[config.mk]
export PLATFORM = sky130hd
export DESIGN_NAME = switch_route_config_regs
export DESIGN_NICKNAME = d
export VERILOG_FILES = /design/src/switch_route_pkg.sv /design/src/switch_route_config_regs.sv
export VERILOG_INCLUDE_DIRS = /design/src
export SDC_FILE = /design/constraint.sdc
export NUM_CORES = 1
export LEC_CHECK = 0
export BUFFER_PORTS_ARGS = -buffer_cell sky130_fd_sc_hd__buf_2
export CELL_PAD_IN_SITES_DETAIL_PLACEMENT = 0
export CELL_PAD_IN_SITES_GLOBAL_PLACEMENT = 1
export CORE_MARGIN = 5
export CORE_UTILIZATION = 46
export DETAILED_ROUTE_END_ITERATION = 6
export PLACE_DENSITY_LB_ADDON = 0.1
export SYNTH_ARGS = -nofsm -noshare
export SYNTH_HDL_FRONTEND = slang
export SYNTH_SLANG_ARGS = --single-unit
[constraint.sdc]
create_clock -name sys_clk -period 3.2 [get_ports sys_clk]
set_clock_uncertainty 0.15 [all_clocks]
set_input_delay 0.32 -clock sys_clk [delete_from_list [all_inputs] [get_ports sys_clk]]
set_output_delay 0.32 -clock sys_clk [all_outputs]
set_load 0.05 [all_outputs]
[src/switch_route_map.svh]
// Purpose: Register offsets, reset values, field positions and timing for the route config bank.
// Assumes: Byte-wide registers addressed by an 8-bit pointer.
// Notes: Definitions only.
`ifndef SWITCH_ROUTE_MAP_SVH
`define SWITCH_ROUTE_MAP_SVH

`define FAST_MODE_OFS 8'h00
`define SIDE_MODE_OFS 8'h01
`define RX_SET_OFS 8'h10
`define PULSE_LO_OFS 8'h11
`define PULSE_HI_OFS 8'h12

`define FAST_MODE_RST 8'h40
`define SIDE_MODE_RST 8'h40
`define RX_SET_RST 8'h01
`define PULSE_RST 8'h00

`define EN_BIT 6
`define MODE_MSB 5
`define MODE_LSB 4
`define SEL_MSB 3
`define TERM_BIT 0

`define BYTE_BITS 4'h8
`define TERM_PULSE_MS 100
`define SYS_CLK_KHZ 25000
`define PULSE_CNT_W 22

`endif

[src/switch_route_pkg.sv]
// Purpose: Types shared by the route config bank.
// Assumes: Nothing beyond the map header.
// Notes: Mode code 2'b11 is never held in a mode register.
package switch_route_pkg;
  typedef enum logic [1:0] {
    MODE_QUAD = 2'b00,
    MODE_DUAL = 2'b01,
    MODE_SINGLE = 2'b10,
    MODE_ILLEGAL = 2'b11
  } sw_mode_t;

  typedef enum logic [3:0] {
    ST_IDLE = 4'b0000,
    ST_ADDR = 4'b0001,
    ST_ADDR_ACK = 4'b0010,
    ST_PTR = 4'b0011,
    ST_PTR_ACK = 4'b0100,
    ST_WR = 4'b0101,
    ST_WR_ACK = 4'b0110,
    ST_RD = 4'b0111,
    ST_RD_ACK = 4'b1000
  } bus_state_t;
endpackage : switch_route_pkg

[src/switch_route_config_regs.sv]
// Purpose: Two-wire serial register bank that steers a four-source crossbar and its terminations.
// Assumes: scl and sda_in are synchronous to sys_clk and much slower than it.
// Notes: Channel indices are flat, A0 = 0 up to D3 = 15; route outputs hold four 4-bit indices.
// Operation
// - Fast enable 0 gives standby, 1 runs
// - Fast mode codes pick quad, dual, single
// - Fast mode code 11 keeps previous mode
// - Quad: low two bits pick whole source
// - Dual: three bits pick channel pair
// - Single: four bits pick one channel
// - Side enable 0 disconnects all common lines
// - Side mode code 11 keeps previous mode
// - Side quad: low bits pick whole source
// - Side dual: pair A/C or B/D lines
// - Side single: four bits pick one line
// - Termination bit disconnects or connects inputs
// - Pulsed channel loses termination on switch
// - Serial access locks out strap inputs until reset
`timescale 1ns/10ps
`include "switch_route_map.svh"
module switch_route_config_regs #(
  parameter logic [3:0] DEV_ADDR_HI = 4'hA,
  parameter int unsigned PULSE_CYCLES = `TERM_PULSE_MS * `SYS_CLK_KHZ
) (
  input wire logic sys_clk,
  input wire logic rstn,
  input wire logic scl,
  input wire logic sda_in,
  output logic sda_out,
  output logic sda_oe,
  input wire logic [2:0] addr_strap,
  input wire logic pp_enable,
  input wire logic [1:0] pp_source,
  output logic fast_path_enable,
  output logic fast_standby,
  output switch_route_pkg::sw_mode_t fast_mode,
  output logic [15:0] fast_route,
  output logic side_path_enable,
  output switch_route_pkg::sw_mode_t side_mode,
  output logic [15:0] side_common_lines,
  output logic [15:0] input_termination_on
);
  import switch_route_pkg::*;
  localparam logic [7:0] FAST_RST = `FAST_MODE_RST;
  localparam logic [7:0] SIDE_RST = `SIDE_MODE_RST;
  localparam logic [7:0] RX_RST = `RX_SET_RST;
  localparam logic [`PULSE_CNT_W-1:0] PULSE_LOAD = `PULSE_CNT_W'(PULSE_CYCLES);
  bus_state_t state_r;
  logic scl_r, sda_r, rw_r, sda_oe_r, serial_used_r;
  logic [3:0] bit_cnt_r;
  logic [7:0] shift_r, ptr_r, rd_byte;
  logic fast_en_r, side_en_r, term_on_r;
  sw_mode_t fast_mode_r, side_mode_r;
  logic [3:0] fast_sel_r, side_sel_r;
  logic [15:0] pulse_sel_r, pulse_by_ch, fast_route_nxt, fast_route_r, side_route_r;
  logic [15:0] term_r;
  logic side_en_out_r;
  logic [`PULSE_CNT_W-1:0] pulse_cnt_r;
  logic scl_rise, scl_fall, bus_start, bus_stop, byte_done, addr_hit, wr_stb;
  // Flat channel index for one output or common line in the given mode.
  function automatic logic [3:0] route_idx(input sw_mode_t m, input logic [3:0] sel,
                                           input logic [1:0] k, input logic aux);
    case (m)
      MODE_QUAD: route_idx = {sel[1:0], k};
      MODE_DUAL: route_idx = aux ? {k[1], sel[2:0]} : {sel[2:0], k[1]};
      default: route_idx = sel;
    endcase
  endfunction : route_idx
  function automatic logic [7:0] read_byte(input logic [7:0] p);
    case (p)
      `FAST_MODE_OFS: read_byte = {1'b0, fast_en_r, fast_mode_r, fast_sel_r};
      `SIDE_MODE_OFS: read_byte = {1'b0, side_en_r, side_mode_r, side_sel_r};
      `RX_SET_OFS: read_byte = {7'h00, term_on_r};
      `PULSE_LO_OFS: read_byte = pulse_sel_r[7:0];
      `PULSE_HI_OFS: read_byte = pulse_sel_r[15:8];
      default: read_byte = 8'h00;
    endcase
  endfunction : read_byte
  always_comb rd_byte = read_byte(ptr_r);
  assign scl_rise = !scl_r && scl;
  assign scl_fall = scl_r && !scl;
  assign bus_start = scl_r && scl && sda_r && !sda_in;
  assign bus_stop = scl_r && scl && !sda_r && sda_in;
  assign byte_done = scl_fall && (bit_cnt_r == `BYTE_BITS);
  assign addr_hit = shift_r[7:1] == {DEV_ADDR_HI, addr_strap};
  assign wr_stb = byte_done && (state_r == ST_WR);
  assign sda_out = 1'b0;
  assign sda_oe = sda_oe_r;
  always_ff @(posedge sys_clk or negedge rstn) begin
    if (!rstn) begin
      scl_r <= 1'b1;
      sda_r <= 1'b1;
    end else begin
      scl_r <= scl;
      sda_r <= sda_in;
    end
  end
  // Serial slave: bits are taken on scl rise and driven after scl fall.
  always_ff @(posedge sys_clk or negedge rstn) begin
    if (!rstn) begin
      state_r <= ST_IDLE;
      bit_cnt_r <= 4'h0;
      shift_r <= 8'h00;
      ptr_r <= 8'h00;
      rw_r <= 1'b0;
      sda_oe_r <= 1'b0;
    end else if (bus_start) begin
      state_r <= ST_ADDR;
      bit_cnt_r <= 4'h0;
      sda_oe_r <= 1'b0;
    end else if (bus_stop) begin
      state_r <= ST_IDLE;
      sda_oe_r <= 1'b0;
    end else if (scl_rise) begin
      case (state_r)
        ST_ADDR, ST_PTR, ST_WR: begin
          shift_r <= {shift_r[6:0], sda_in};
          bit_cnt_r <= bit_cnt_r + 4'h1;
        end
        ST_RD: bit_cnt_r <= bit_cnt_r + 4'h1;
        ST_RD_ACK: if (sda_in) state_r <= ST_IDLE;
        default: ;
      endcase
    end else if (scl_fall) begin
      case (state_r)
        ST_ADDR: if (byte_done) begin
          state_r <= addr_hit ? ST_ADDR_ACK : ST_IDLE;
          sda_oe_r <= addr_hit;
          rw_r <= shift_r[0];
          bit_cnt_r <= 4'h0;
        end
        ST_ADDR_ACK, ST_RD_ACK: begin
          bit_cnt_r <= 4'h0;
          if (rw_r) begin
            state_r <= ST_RD;
            shift_r <= rd_byte;
            sda_oe_r <= !rd_byte[7];
          end else begin
            state_r <= ST_PTR;
            sda_oe_r <= 1'b0;
          end
        end
        ST_PTR: if (byte_done) begin
          ptr_r <= shift_r;
          state_r <= ST_PTR_ACK;
          sda_oe_r <= 1'b1;
        end
        ST_WR: if (byte_done) begin
          ptr_r <= ptr_r + 8'h01;
          state_r <= ST_WR_ACK;
          sda_oe_r <= 1'b1;
        end
        ST_PTR_ACK, ST_WR_ACK: begin
          state_r <= ST_WR;
          bit_cnt_r <= 4'h0;
          sda_oe_r <= 1'b0;
        end
        ST_RD: if (byte_done) begin
          ptr_r <= ptr_r + 8'h01;
          state_r <= ST_RD_ACK;
          sda_oe_r <= 1'b0;
        end else begin
          sda_oe_r <= !shift_r[6];
          shift_r <= {shift_r[6:0], 1'b0};
        end
        default: ;
      endcase
    end
  end
  always_ff @(posedge sys_clk or negedge rstn) begin
    if (!rstn) serial_used_r <= 1'b0;
    else if (byte_done && state_r == ST_ADDR && addr_hit) serial_used_r <= 1'b1;
  end
  // Until the bus is used the straps steer the bank; afterwards only writes do.
  always_ff @(posedge sys_clk or negedge rstn) begin
    if (!rstn) begin
      fast_en_r <= FAST_RST[`EN_BIT];
      fast_mode_r <= sw_mode_t'(FAST_RST[`MODE_MSB:`MODE_LSB]);
      fast_sel_r <= FAST_RST[`SEL_MSB:0];
      side_en_r <= SIDE_RST[`EN_BIT];
      side_mode_r <= sw_mode_t'(SIDE_RST[`MODE_MSB:`MODE_LSB]);
      side_sel_r <= SIDE_RST[`SEL_MSB:0];
      term_on_r <= RX_RST[`TERM_BIT];
      pulse_sel_r <= {`PULSE_RST, `PULSE_RST};
    end else if (!serial_used_r) begin
      fast_en_r <= pp_enable;
      fast_mode_r <= MODE_QUAD;
      fast_sel_r <= {2'b00, pp_source};
      side_en_r <= 1'b1;
      side_mode_r <= MODE_QUAD;
      side_sel_r <= {2'b00, pp_source};
      term_on_r <= 1'b1;
    end else if (wr_stb) begin
      case (ptr_r)
        `FAST_MODE_OFS: begin
          fast_en_r <= shift_r[`EN_BIT];
          fast_sel_r <= shift_r[`SEL_MSB:0];
          if (shift_r[`MODE_MSB:`MODE_LSB] != MODE_ILLEGAL)
            fast_mode_r <= sw_mode_t'(shift_r[`MODE_MSB:`MODE_LSB]);
        end
        `SIDE_MODE_OFS: begin
          side_en_r <= shift_r[`EN_BIT];
          side_sel_r <= shift_r[`SEL_MSB:0];
          if (shift_r[`MODE_MSB:`MODE_LSB] != MODE_ILLEGAL)
            side_mode_r <= sw_mode_t'(shift_r[`MODE_MSB:`MODE_LSB]);
        end
        `RX_SET_OFS: term_on_r <= shift_r[`TERM_BIT];
        `PULSE_LO_OFS: pulse_sel_r[7:0] <= shift_r;
        `PULSE_HI_OFS: pulse_sel_r[15:8] <= shift_r;
        default: ;
      endcase
    end
  end
  always_comb begin
    fast_route_nxt = 16'h0000;
    pulse_by_ch = 16'h0000;
    for (int k = 0; k < 4; k++) begin
      fast_route_nxt[k*4 +: 4] = route_idx(fast_mode_r, fast_sel_r, 2'(k), 1'b0);
      pulse_by_ch[k] = pulse_sel_r[k + 4];
      pulse_by_ch[k + 4] = pulse_sel_r[k];
      pulse_by_ch[k + 8] = pulse_sel_r[11 - k];
      pulse_by_ch[k + 12] = pulse_sel_r[15 - k];
    end
  end
  always_ff @(posedge sys_clk or negedge rstn) begin
    if (!rstn) begin
      fast_route_r <= 16'h0000;
      side_route_r <= 16'h0000;
      side_en_out_r <= 1'b0;
    end else begin
      fast_route_r <= fast_route_nxt;
      side_en_out_r <= side_en_r;
      for (int k = 0; k < 4; k++)
        side_route_r[k*4 +: 4] <= route_idx(side_mode_r, side_sel_r, 2'(k), 1'b1);
    end
  end
  // A source change restarts one shared disconnect window for every pulsed channel.
  always_ff @(posedge sys_clk or negedge rstn) begin
    if (!rstn) pulse_cnt_r <= '0;
    else if (fast_route_nxt != fast_route_r) pulse_cnt_r <= PULSE_LOAD;
    else if (pulse_cnt_r != '0) pulse_cnt_r <= pulse_cnt_r - `PULSE_CNT_W'(1);
  end
  always_ff @(posedge sys_clk or negedge rstn) begin
    if (!rstn) term_r <= 16'h0000;
    else term_r <= {16{term_on_r}} & ~({16{pulse_cnt_r != '0}} & pulse_by_ch);
  end
  assign fast_path_enable = fast_en_r;
  assign fast_standby = !fast_en_r;
  assign fast_mode = fast_mode_r;
  assign fast_route = fast_route_r;
  assign side_path_enable = side_en_out_r;
  assign side_mode = side_mode_r;
  assign side_common_lines = side_route_r;
  assign input_termination_on = term_r;
  a_fast_illegal_kept: assert property (@(posedge sys_clk) disable iff (!rstn)
    wr_stb && ptr_r == `FAST_MODE_OFS && shift_r[`MODE_MSB:`MODE_LSB] == 2'b11
    |=> $stable(fast_mode_r)) else $error("fast mode changed on illegal code");
  a_side_illegal_kept: assert property (@(posedge sys_clk) disable iff (!rstn)
    wr_stb && ptr_r == `SIDE_MODE_OFS && shift_r[`MODE_MSB:`MODE_LSB] == 2'b11
    |=> $stable(side_mode_r)) else $error("side mode changed on illegal code");
  a_fast_enable_write: assert property (@(posedge sys_clk) disable iff (!rstn)
    wr_stb && serial_used_r && ptr_r == `FAST_MODE_OFS
    |=> fast_standby == !$past(shift_r[`EN_BIT])) else $error("standby not from write");
  a_quad_route: assert property (@(posedge sys_clk) disable iff (!rstn)
    fast_mode_r == MODE_QUAD |=> fast_route_r[11:8] == {$past(fast_sel_r[1:0]), 2'b10})
    else $error("quad route wrong");
  a_dual_route: assert property (@(posedge sys_clk) disable iff (!rstn)
    fast_mode_r == MODE_DUAL |=> fast_route_r[15:12] == {$past(fast_sel_r[2:0]), 1'b1}
    && fast_route_r[3:0] == {$past(fast_sel_r[2:0]), 1'b0}) else $error("dual route wrong");
  a_single_route: assert property (@(posedge sys_clk) disable iff (!rstn)
    fast_mode_r == MODE_SINGLE
    |=> fast_route_r == {4{$past(fast_sel_r)}}) else $error("single route wrong");
  a_side_dual_route: assert property (@(posedge sys_clk) disable iff (!rstn)
    side_mode_r == MODE_DUAL |=> side_route_r[15:12] == {1'b1, $past(side_sel_r[2:0])}
    && side_route_r[3:0] == {1'b0, $past(side_sel_r[2:0])}) else $error("side dual route wrong");
  a_term_off: assert property (@(posedge sys_clk) disable iff (!rstn)
    !term_on_r |=> input_termination_on == 16'h0000) else $error("termination not off");
  a_pulse_window: assert property (@(posedge sys_clk) disable iff (!rstn)
    fast_route_nxt != fast_route_r && pulse_by_ch[0] && term_on_r && $stable(pulse_by_ch)
    |-> ##2 !input_termination_on[0]) else $error("pulsed channel not disconnected");
  a_serial_lock: assert property (@(posedge sys_clk) disable iff (!rstn)
    serial_used_r && !wr_stb |=> $stable(fast_sel_r) && serial_used_r)
    else $error("strap or idle changed bank after serial access");
  c_write_done: cover property (@(posedge sys_clk) disable iff (!rstn) wr_stb);
  c_read_byte: cover property (@(posedge sys_clk) disable iff (!rstn)
    state_r == ST_RD_ACK && scl_fall);
  c_single_mode: cover property (@(posedge sys_clk) disable iff (!rstn)
    fast_mode_r == MODE_SINGLE && side_mode_r == MODE_DUAL);
  c_pulse_end: cover property (@(posedge sys_clk) disable iff (!rstn)
    pulse_cnt_r == `PULSE_CNT_W'(1));
endmodule : switch_route_config_regs

## Word-level counts from Yosys, hierarchy flattened

Cells that the tools add are included.

| cells by class | value |
|---|---|
| add/subtract/negate cells | 3 |
| equality and inequality tests | 40 |
| mux-type cells | 71 |
| bitwise gates (word level) | 6 |
| reduce and logical (&&, ||, !) cells | 52 |

Operators with widths:

| operator | number |
|---|---|
| $mux W4 | 22 |
| $pmux W4 S2 | 9 |
| $mux W8 | 7 |
| $mux W22 | 2 |
| $pmux W8 S5 | 1 |
| $and A16 B16 Y16 | 2 |
| $pmux W8 S2 | 2 |
| $eq A8 B5 Y1 const B | 3 |
| $pmux W4 S6 | 1 |
| $reduce_bool A22 Y1 | 1 |
| $sub A22 B1 Y22 const B | 1 |
| $ne A5 B5 Y1 const B | 4 |
| $mux W1 | 17 |
| $eq A4 B3 Y1 const B | 4 |
| $mux W2 | 8 |
| $ne A16 B16 Y1 | 1 |
| $not A16 Y16 | 1 |
| $ne A2 B1 Y1 const B | 7 |
| $reduce_and A7 Y1 | 2 |
| $reduce_and A3 Y1 | 4 |
| $logic_and A1 B1 Y1 | 11 |
| $reduce_and A5 Y1 | 2 |
| $reduce_bool A3 Y1 | 3 |
| $reduce_bool A9 Y1 | 1 |
| 30 further kinds | 56 |

| storage, ports and cells | value |
|---|---|
| bits in registers | 131 |
| input bits | 10 |
| output and inout bits | 57 |
| logic and storage cells | 195 |

## Depth between registers and ports, before layout

Gate-level depths: netlist of the first run.

| depth | value |
|---|---|
| depth after elaboration | 9 |
| mapped depth | 8 |
| depth with buffers taken out | 7 |

## Least setup slack after synthesis of the first run

No wires, ideal clock.

| timing path | value |
|---|---|
| path kind | register to register |
| from | register fast_mode_r[0] (netlist: fast_mode[0]) |
| to | register pulse_cnt_r[8] |
| setup time | 132 ps |
| data arrival time | 2076 ps |
| data required time | 2918 ps |
| setup slack | 843 ps |
| cell stages (with the launch flop) | 8 |
| path buffers | 2 |
| period minus slack after synthesis | 2357 ps |
| path through | dfrtp_1 > buf_2 > mux2i_1 > o21ai_0 > xor2_1 > a2111o_1 > clkbuf_1 > nand3b_1 |

| between the ends | value |
|---|---|
| cells in the longest elaborated chain, start to end | 4 |
| elaborated cells between the ends (all ways) | 9 |
| classes of those cells | eq/ne (2); mux (5); reduce/logical (2) |

RTL lines:

| item | RTL line | text |
|---|---|---|
| start, declared | switch_route_config_regs.sv:53 | `sw_mode_t fast_mode_r, side_mode_r;` |
| start signal, assigned | switch_route_config_regs.sv:178 | `` fast_mode_r <= sw_mode_t'(FAST_RST[`MODE_MSB:`MODE_LSB]); `` |
| start signal, assigned | switch_route_config_regs.sv:199 | `` fast_mode_r <= sw_mode_t'(shift_r[`MODE_MSB:`MODE_LSB]); `` |
| $eq A2 B1 Y1 / $logic_not A2 Y1 (equally long branches) | switch_route_config_regs.sv:63 | `case (m)` |
| $pmux W4 S2 * | switch_route_config_regs.sv:63 |  |
| named net fast_route_nxt[10] | switch_route_config_regs.sv:55 | `logic [15:0] pulse_sel_r, pulse_by_ch, fast_route_nxt, fast_route_r, side_route_r;` |
| $ne A16 B16 Y1 * | switch_route_config_regs.sv:240 | `else if (fast_route_nxt != fast_route_r) pulse_cnt_r <= PULSE_LOAD;` |
| $mux W22 / $reduce_bool A2 Y1 (equally long branches) | n/a |  |
| end signal, assigned | switch_route_config_regs.sv:241 | `` else if (pulse_cnt_r != '0) pulse_cnt_r <= pulse_cnt_r - `PULSE_CNT_W'(1); `` |
| end, declared | switch_route_config_regs.sv:58 | `` logic [`PULSE_CNT_W-1:0] pulse_cnt_r; `` |

Mark *: on every way through the listed nets, which the timed path passes. The rest lies on a longest branch.
A chain may end at the register's enable or synchronous reset.

## Final worst setup path of the first run

| timing path | value |
|---|---|
| from | input port scl |
| to | register shift_r[4] |

| between the ends | value |
|---|---|
| cells in the longest elaborated chain, start to end | 5 |
| elaborated cells between the ends (all ways) | 18 |
| classes of those cells | eq/ne (3); mux (1); bitwise (2); reduce/logical (12) |

RTL lines:

| item | RTL line | text |
|---|---|---|
| start, declared | switch_route_config_regs.sv:27 | `input wire logic scl,` |
| $logic_not A1 Y1 / $logic_and A1 B1 Y1 (equally long branches) | switch_route_config_regs.sv:81, switch_route_config_regs.sv:82, switch_route_config_regs.sv:83 |  |
| $logic_and A1 B1 Y1 (on tied branches) | switch_route_config_regs.sv:81, switch_route_config_regs.sv:82, switch_route_config_regs.sv:83 |  |
| $logic_and A1 B1 Y1 (on tied branches) | switch_route_config_regs.sv:84, switch_route_config_regs.sv:82, switch_route_config_regs.sv:83 |  |
| $ne A3 B3 Y1 (no source line) / $not A1 Y1 (equally long branches) | n/a |  |
| $reduce_and A7 Y1 (no source line) | n/a |  |
| end signal, assigned | switch_route_config_regs.sv:117 | `shift_r <= {shift_r[6:0], sda_in};` |
| end signal, assigned | switch_route_config_regs.sv:136 | `shift_r <= rd_byte;` |
| end signal, assigned | switch_route_config_regs.sv:164 | `shift_r <= {shift_r[6:0], 1'b0};` |
| end, declared | switch_route_config_regs.sv:51 | `logic [7:0] shift_r, ptr_r, rd_byte;` |

Parallel ways exist; a longest one is shown, timed or not.

==> qor.txt, run 1 <==
Post-Route WL: 14500 um
average size of a mapped cell: 10.1 sq um
worst r2r src: scl_r
post_cts resized: 0
Worst Slack Setup Final: 259 ps
Power per Cell Area: 617 nW/um^2
Routed Antenna Nets: 0
Max Slew Vio Count: 0
Die X: 126 um
first-pass GRT wire length: 24700 um
WHS: 21.3 ps
Die Ht: 126 um
status: finished clean
startpoint types: input port
Hold Crit Class: input port to register
mapped cell area: 6170 sq um
row cnt: 42
placed cell area: 6490 sq um
Post-synth EDFFs: 0
DRC: 0
Reg2Reg Setup Slack: 370 ps
pin count of the biggest net entering global routing: 56
pre-CTS WS: 327 ps
port buffer count: 65
Synth top area share: 44.2%
Hold Vio Cnt, Final: 0
Routability Congestion: 0.857
WHS Path Cells: 3
grt total ovfl: 0
# H-tree levels: 4
TritonCTS Buffers: 17
Slew HR: 36.7%
insertion delay of the later-clocked pin in the worst-skew pair: 410 ps
Final Cell Area: 7130 sq um
Worst-path clk slew: 60 ps
clock root cell: clkbuf_16
f_max: 340 MHz
maximum vdd ir drop: 0.000377 V
R2R Path End: shift_r[0]
crit path max fanout: 15
leakage power: 3.05 nW
Starting DRT DRC Count: 278
drt pass-1 iters: 5
asr flop ratio synth: 100%
register bit total from synthesis: 114
Total GRT Usage: 19.2%
Vias: 4692
Top FF cell, synth: dfrtp_1
vias in the first global route: 4686
Slew @ Worst Pin: 944 ps
cell taking the most area after synthesis: dfrtp_1
clk buf depth: 2
clk sink count: 114
Finished Core Util: 54.1%
worst r2r path cells: 7
Hold Path Sink: side_sel_r[1]
HP Start: pp_source[1]
ANT cells: 0
initial antenna violation count: 0
Cell variety after synth: 76
dpl hpwl: 10200 um
Initial Util: 46.8%
Final setup viols: 0
Layout area overhead: 15.5%
I/O Pins: 67
fin crit share: 91.9%
Crit. End Element: register
Core Footprint: 13200 sq um
nets: 677
setup_tns: 0 ps
share of cells above drive strength 1: 23.5%
total die area: 15800 sq um
yosys warns: 0
unrepaired setup endpoints after global routing: false
WS Path Type: input port to register
fin crit period: 2940 ps
CP arrival: 3080 ps
CTS tree: done
Max Cap Viol: 0
Syn Inst Count: 611
required time of the critical path: 3340 ps
syn nets: 633
Via density: 5.56
wire per inst: 17.2 um
register area share after synthesis: 46.3%
synth top area cells: dfrtp_1 (44%), mux2_2 (5.3%), nor2_1 (2.9%)
-- cell type report --
cell class / instances / area (sq um)
well taps: 176 / 220
repair buffers: 75 / 413
fillers: 1205 / 6060
multi-input cells: 427 / 2960
clock buffers: 18 / 439
inverters: 20 / 75.1
clock inverters: 14 / 163
flip-flops and latches: 114 / 2860
-- through the flow --
stage | cells | power (mW)
finish | 844 | 4.40
global route | 844 | 4.62
CTS | 844 | 4.44
detailed placement | 808 | 2.51
global placement | 808 | 2.50
floorplan | 611 | 2.30
-- state kept, by name, indices dropped and copies added (netlist names), 2 cells and up --
signal and cells:
pulse_sel_r 16, pulse_cnt_r 22, fast_route 8, side_mode 2, side_common_lines 7, ptr_r 8, state_r 4, input_termination_on 16
fast_mode 2, side_sel_r 4, fast_sel_r 4, bit_cnt_r 4, shift_r 8
-- placed cells by master, fill, tap and decap left out, types with 4 or more instances in the layout --
master           n
xnor2_1         14
nor2b_1         10
mux2i_1         16
o22ai_1          6
mux2_2          29
ha_1            12
buf_2           64
clkinvlp_4       4
a22o_1           6
a211oi_1         4
o31ai_1          4
dfrtp_1        109
nand2_1         41
nor2_1          47
dlygate4sd3_1    4
o211ai_1         9
a21oi_1         32
clkinv_2         5
and2_1           7
xor2_1          11
clkbuf_16       17
o21ai_0         18
a22oi_1          4
buf_4            7
a221o_1          4
nor3_1          19
nand4_1          9
inv_1           19
dfstp_2          5
and3_1           5
o221a_2          4
nand3_1         21
nor4_1           7
a21boi_1        16
nand2b_1        15
-- synthesized netlist by cell type, types with 9 or more instances --
| cell | n |
|---|---|
| a21boi_1 | 16 |
| a21oi_1 | 32 |
| buf_4 | 19 |
| clkbuf_1 | 22 |
| dfrtp_1 | 109 |
| ha_1 | 12 |
| inv_1 | 19 |
| mux2_2 | 29 |
| mux2i_1 | 16 |
| nand2_1 | 41 |
| nand2b_1 | 15 |
| nand3_1 | 21 |
| nand4_1 | 9 |
| nor2_1 | 47 |
| nor2b_1 | 10 |
| nor3_1 | 19 |
| o211ai_1 | 9 |
| o21ai_0 | 18 |
| xnor2_1 | 14 |
| xor2_1 | 11 |
-- layer usage --
metal	vias to the layer above	routed length, um	track usage, %
met3	8	578	5.12
li1	2280	-	-
met1	2314	7120	27.1
met5	-	0	0
met4	0	85	5.24
met2	90	6750	29.4
-- worst max-delay path: stages --
cell and delay, ps:
dlygate4sd3_1 520, buf_2 130, ha_1 430, clkinv_1 360
o21ai_1 610, nor3_1 170, a221o_1 290, mux2_2 260
-- how the worst max path moves through the flow --
stage	from	slack, ps	to	cells past startpoint
6_report	scl	260	shift_r[4]	8
5_1_grt	scl	40	shift_r[3]	8
4_1_cts	scl	290	shift_r[3]	8
3_5_place_dp	scl_r	330	shift_r[0]	7
3_3_place_gp	scl_r	480	shift_r[0]	7
2_1_floorplan	fast_mode[0]	840	pulse_cnt_r[8]	7
-- cell families after synthesis --
logic type               count (synthesis)  synth area share (%)
other                                    1                0.0607
flip-flops                             114                  46.3
AO/OA/AOI/OAI                          130                  14.7
XOR/XNOR                                25                  3.55
multiplexers                            46                  8.25
buffers and inverters                   70                  5.70
adder cells (fa/ha/maj)                 12                  2.43
AND/OR/NAND/NOR                        213                  19.1
-- power by group --
group	switching [mW]	total (mW)	internal [mW]
combinational	0.422	0.717	0.296
clock	0.676	1.91	1.24
sequential	0.233	1.77	1.54
total	1.33	4.40	3.07
-- timing repair --
item / in CTS / in global routing
hold buffers: 4 / 0
buffers inserted: 0 / 0
hold endpoints to repair: 54 / 0
Power figures use the tool's default switching activity.
==> run 2: changes to the inputs <==
- clock period: 3.2 -> 3.1 ns (I/O delays scaled with it)
==> run 2 against run 1 <==
Against the previous run: via count down 0.43%; wire length up 1.1%; combinational power up 4.7%; critical path depth down 1; sequential cell count unchanged; final area up 2.2%; sequential power up 3%; register-to-register slack about the same; utilization up 1.2 points; critical path type is now register to register; critical endpoint unchanged; largest power group unchanged; highest routed layer unchanged.
==> qor.txt, run 2 (same netlist as run 1, synthesis figures left out) <==
status: finished clean
Hold Path Sink: side_sel_r[1]
setup_tns: 0 ps (unchanged)
most frequent cells in the layout: dfrtp_1 (109), buf_2 (64), nor2_1 (47)
Initial Util: 46.8% (unchanged)
Max Slew Vio Count: 0 (unchanged)
fin crit period: 2740 ps
Finished Core Util: 55.2% (+1.2 points)
clock root cell: clkbuf_16
Layout area overhead: 18.0%
Worst-path clk slew: 60 ps (about the same)
worst r2r path cells: 7 (unchanged)
required time of the critical path: 3240 ps (-100 ps)
ANT cells: 0 (unchanged)
Core Footprint: 13200 sq um (unchanged)
Hold Crit Class: input port to register
maximum vdd ir drop: 0.000503 V (+34%)
fin crit share: 88.5%
DRC: 0 (unchanged)
leakage power: 3.13 nW (+2.4%)
TritonCTS Buffers: 17 (unchanged)
CP arrival: 2880 ps (-200 ps)
# H-tree levels: 4 (unchanged)
wire per inst: 17.4 um (+1.2%)
nets: 676 (-0.15%)
Via density: 5.54 (-0.31%)
Largest register FFs: 22 (unchanged)
most common cell after layout, fill and taps aside: dfrtp_1
Post-Route WL: 14700 um (+1.1%)
insertion delay of the later-clocked pin in the worst-skew pair: 410 ps (about the same)
Starting DRT DRC Count: 324 (+17%)
worst r2r src: scl_r
crit path max fanout: 12 (-3)
Routability Congestion: 0.879 (+2.6%)
Slew HR: 51.9% (+15 points)
share of cells above drive strength 1: 23.4% (-0.11 points)
area of the multi-input gates: 2970 sq um (+0.13%)
pre-CTS WS: 268 ps (-58.8 ps)
Worst Slack Setup Final: 356 ps (+97.4 ps)
CTS tree: done
drt pass-1 iters: 4 (-1)
Power per Cell Area: 693 nW/um^2 (+12%)
Tot Pwr: 5.05 mW (+15%)
Critical Path Source: scl_r
unrepaired setup endpoints after global routing: false
Total GRT Usage: 19.2% (about the same)
WHS Path Cells: 3 (unchanged)
Die Ht: 126 um (unchanged)
dpl hpwl: 10100 um (-1.3%)
vias in the first global route: 4809 (+2.6%)
I/O Pins: 67 (unchanged)
Routed Antenna Nets: 0 (unchanged)
port buffer count: 65 (unchanged)
initial antenna violation count: 0 (unchanged)
Vias: 4672 (-0.43%)
f_max: 364 MHz
row cnt: 42 (unchanged)
Reg2Reg Setup Slack: 360 ps (about the same)
Hold Vio Cnt, Final: 0 (unchanged)
Top reg by flops: pulse_cnt_r
HP Start: pp_source[1]
Die X: 126 um (unchanged)
FF/Latch Area: 2860 sq um (unchanged)
first-pass GRT wire length: 24700 um (about the same)
clk buf depth: 2 (unchanged)
WS Path Type: register to register
grt total ovfl: 0 (unchanged)
clk sink count: 114 (unchanged)
pin count of the biggest net entering global routing: 93 (+66%)
Slew @ Worst Pin: 721 ps (-223 ps)
Final setup viols: 0 (unchanged)
startpoint types: register
Crit. End Element: register
fillers: 1174 (-2.6%)
total die area: 15800 sq um (unchanged)
Max Cap Viol: 0 (unchanged)
R2R Path End: shift_r[4]
-- run 2: metal layers --
metal / vias to the layer above / track usage (%) / wire length [um]
li1: 2271 / - / -
met1: 2294 / 26.2 / 6910
met2: 97 / 30.3 / 6860
met3: 10 / 5.12 / 817
met4: 0 / 5.74 / 115
met5: - / 0 / 0
-- run 2: critical path, stage by stage, from the launching register on --
cell and delay, ps:
dfstp_2 560, inv_1 50, ha_1 320, clkinv_1 250, a21oi_1 80, or3_4 400, nor3_4 420, mux2_2 390
-- run 2: repair_timing --
| item | CTS | global route |
|---|---|---|
| gates resized for setup | 0 | 1 |
| buffers inserted | 0 | 0 |
| hold buffers | 5 | 0 |
| hold endpoints to repair | 26 | 0 |
| setup endpoints to repair | 0 | 3 |
-- run 2: worst max path at each step --
stage | to | slack [ps] | cells past startpoint
detailed placement | shift_r[4] | 270 | 7
floorplan | pulse_cnt_r[8] | 740 | 7
global placement | shift_r[0] | 420 | 7
finish | shift_r[4] | 360 | 7
CTS | shift_r[4] | 170 | 8
global route | shift_r[4] | 250 | 7
-- run 2: through the flow --
step                hold slack, ps  std cells  area [sq um]
floorplan                     -136        611          6170
global placement              86.4        806          6490
detailed placement            87.6        806          6490
CTS                           4.99        843          7280
global route                  49.3        843          7290
finish                        21.7        843          7290
-- run 2: power by group --
group / internal [mW] / switching [mW] / leakage (nW) / total (mW)
combinational: 0.307 / 0.444 / 1.40 / 0.751
sequential: 1.59 / 0.240 / 1.37 / 1.83
clock: 1.77 / 0.694 / 0.361 / 2.47
total: 3.67 / 1.38 / 3.13 / 5.05
-- run 2: final cells by class --
type                       count  area share (%)
clock inverter                14            4.19
timing repair buffer          74            5.77
multi-input combinational    427            40.7
sequential                   114            39.2
inverter                      20            1.03
tap                          176            3.02
clock buffer                  18            6.03
==> run 3: changes to the inputs <==
- CORE_UTILIZATION: 46 -> 40
==> run 3 against run 2 <==
Against the previous run: utilization decreased by 7.3 points; non-clock buffer count up 2; register-to-register slack improved by 40 ps; largest cell class unchanged; final area fell by 0.26%; sequential power about the same; count of clock-buffer cells in the layout grew 4; largest power group unchanged.
==> qor.txt, run 3 (same netlist as run 1, synthesis figures left out) <==
row cnt: 45 (+7.1%)
Routed Antenna Nets: 0 (unchanged)
sequential share of power: 37.7% (+1.5 points)
Max Cap Viol: 0 (unchanged)
most frequent cells in the layout: dfrtp_1 (109), buf_2 (64), nor2_1 (47)
share of cells above drive strength 1: 23.4% (-0.035 points)
unrepaired setup endpoints after global routing: false
Starting DRT DRC Count: 259 (-20%)
fin crit share: 87.1% (-1.4 points)
Power per Cell Area: 668 nW/um^2 (-3.5%)
most common cell after layout, fill and taps aside: dfrtp_1
Via density: 5.61 (+1.2%)
Slew HR: 49.1% (-2.8 points)
TritonCTS Buffers: 17 (unchanged)
drt pass-1 iters: 4 (unchanged)
insertion delay of the later-clocked pin in the worst-skew pair: 420 ps (about the same)
clk buf depth: 2 (unchanged)
clock share of power: 47.0% (-1.9 points)
port buffer count: 65 (unchanged)
CTS tree: done
wire per inst: 17.8 um (+1.9%)
sw frac: 27.8% (+0.49 points)
leakage power: 3.12 nW (-0.30%)
Initial Util: 40.8% (-6.0 points)
Routability Congestion: 0.813 (-7.6%)
P_int: 3.51 mW (-4.4%)
pre-CTS WS: 257 ps (-10.9 ps)
Worst Slack Setup Final: 399 ps (+42.8 ps)
nets: 678 (+0.30%)
f_max: 370 MHz (+1.6%)
startpoint types: register
dpl cells: 819 (+1.6%)
Top reg by flops: pulse_cnt_r
WS Path Type: register to register
status: finished clean
pin count of the biggest net entering global routing: 57 (-39%)
Vias: 4802 (+2.8%)
dpl hpwl: 10400 um (+3.3%)
Total GRT Usage: 17.6% (-1.6 points)
Final setup viols: 0 (unchanged)
Crit. End Element: register
clk sink count: 114 (unchanged)
clock root cell: clkbuf_16
DRC: 0 (unchanged)
Die X: 134 um (+6.7%)
maximum vdd ir drop: 0.000395 V (-21%)
Hold Vio Cnt, Final: 0 (unchanged)
crit path max fanout: 12 (unchanged)
Layout area overhead: 17.7%
# H-tree levels: 4 (unchanged)
first-pass GRT wire length: 25400 um (+2.9%)
Die Ht: 134 um (+6.7%)
Post-Route WL: 15200 um (+3.5%)
total die area: 18000 sq um (+14%)
Worst-path clk slew: 60 ps (about the same)
I/O Pins: 67 (unchanged)
Hold Crit Class: input port to register
Largest register FFs: 22 (unchanged)
combinational share of power: 15.3% (+0.4 points)
final non-filler cell total: 856 (+1.5%)
vias in the first global route: 4817 (+0.17%)
required time of the critical path: 3240 ps (about the same)
fin crit period: 2700 ps (-42.8 ps)
CP arrival: 2840 ps (-40 ps)
Max Slew Vio Count: 0 (unchanged)
Slew @ Worst Pin: 763 ps (+42.5 ps)
setup_tns: 0 ps (unchanged)
initial antenna violation count: 0 (unchanged)
Core Footprint: 15100 sq um (+15%)
ANT cells: 0 (unchanged)
Net Sw Power: 1.35 mW (-2.0%)
grt total ovfl: 0 (unchanged)
[run 3: cell types whose count changed in the layout (fill, tap and decap cells not counted)]
| cell | before | now |
|---|---|---|
| dlygate4sd3_1 | 5 | 6 |
| bufinv_16 | 9 | 6 |
| clkbuf_8 | 1 | 5 |
| inv_6 | 1 | 0 |
| clkinvlp_4 | 1 | 0 |
| buf_4 | 4 | 5 |
[run 3: stage by stage]
stage	total power, mW	cell area (sq um)	hold slack, ps	util [%]
2_1_floorplan	2.37	6170	-136	-
3_3_place_gp	2.59	6510	183	43.0
3_5_place_dp	2.59	6510	189	43.0
4_1_cts	4.92	7260	214	48.0
5_1_grt	5.08	7270	249	48.0
6_report	4.86	7270	221	48.0
[run 3: repair_timing]
action	in CTS	in global routing
hold endpoints to repair	41	0
gates resized for setup	0	1
buffers inserted	0	0
setup endpoints to repair	0	4
hold buffers	6	0
[run 3: layer usage]
metal / vias to the layer above / track usage (%) / wire [um]
li1: 2287 / - / -
met1: 2402 / 25.1 / 7480
met2: 98 / 26.7 / 6990
met3: 15 / 4.35 / 594
met4: 0 / 4.58 / 150
met5: - / 0 / 0
[run 3: cell type report]
| cell class | count | area, sq um |
|---|---|---|
| fill | 1421 | 7880 |
| multi-input combinational | 427 | 2970 |
| sequential | 114 | 2860 |
| clock buffer | 22 | 494 |
| timing repair buffer | 76 | 438 |
| tap | 188 | 235 |
| clock inverter | 9 | 199 |
| inverter | 20 | 75.1 |
[run 3: path summary, 6_finish.rpt]
check,start,to,slack [ps],cells after the start
setup / recovery,scl_r,shift_r[2],400,7
hold / removal,addr_strap[1],serial_used_r,220,4
setup reg to reg,scl_r,shift_r[2],400,7
hold reg to reg,side_en_r,side_path_enable,270,0
max in group asynchronous,rstn,fast_path_enable,1760,3
min in group asynchronous,rstn,pulse_cnt_r[21],280,2
[run 3: power by group through the flow]
stage	clock network (mW)	logic (mW)	registers, mW
after floorplan	0	0.663	1.71
after global placement	0	0.733	1.85
after detailed placement	0	0.740	1.85
after CTS	2.34	0.750	1.83
after global routing	2.40	0.836	1.85
final	2.28	0.743	1.83
[run 3: worst max-delay path, stage by stage, from the launching register on]
cell and delay, ps:
dfstp_2 560, inv_1 50, ha_1 330, clkinv_1 230, a21oi_1 70, or3_4 390
nor3_4 410, mux2_2 390
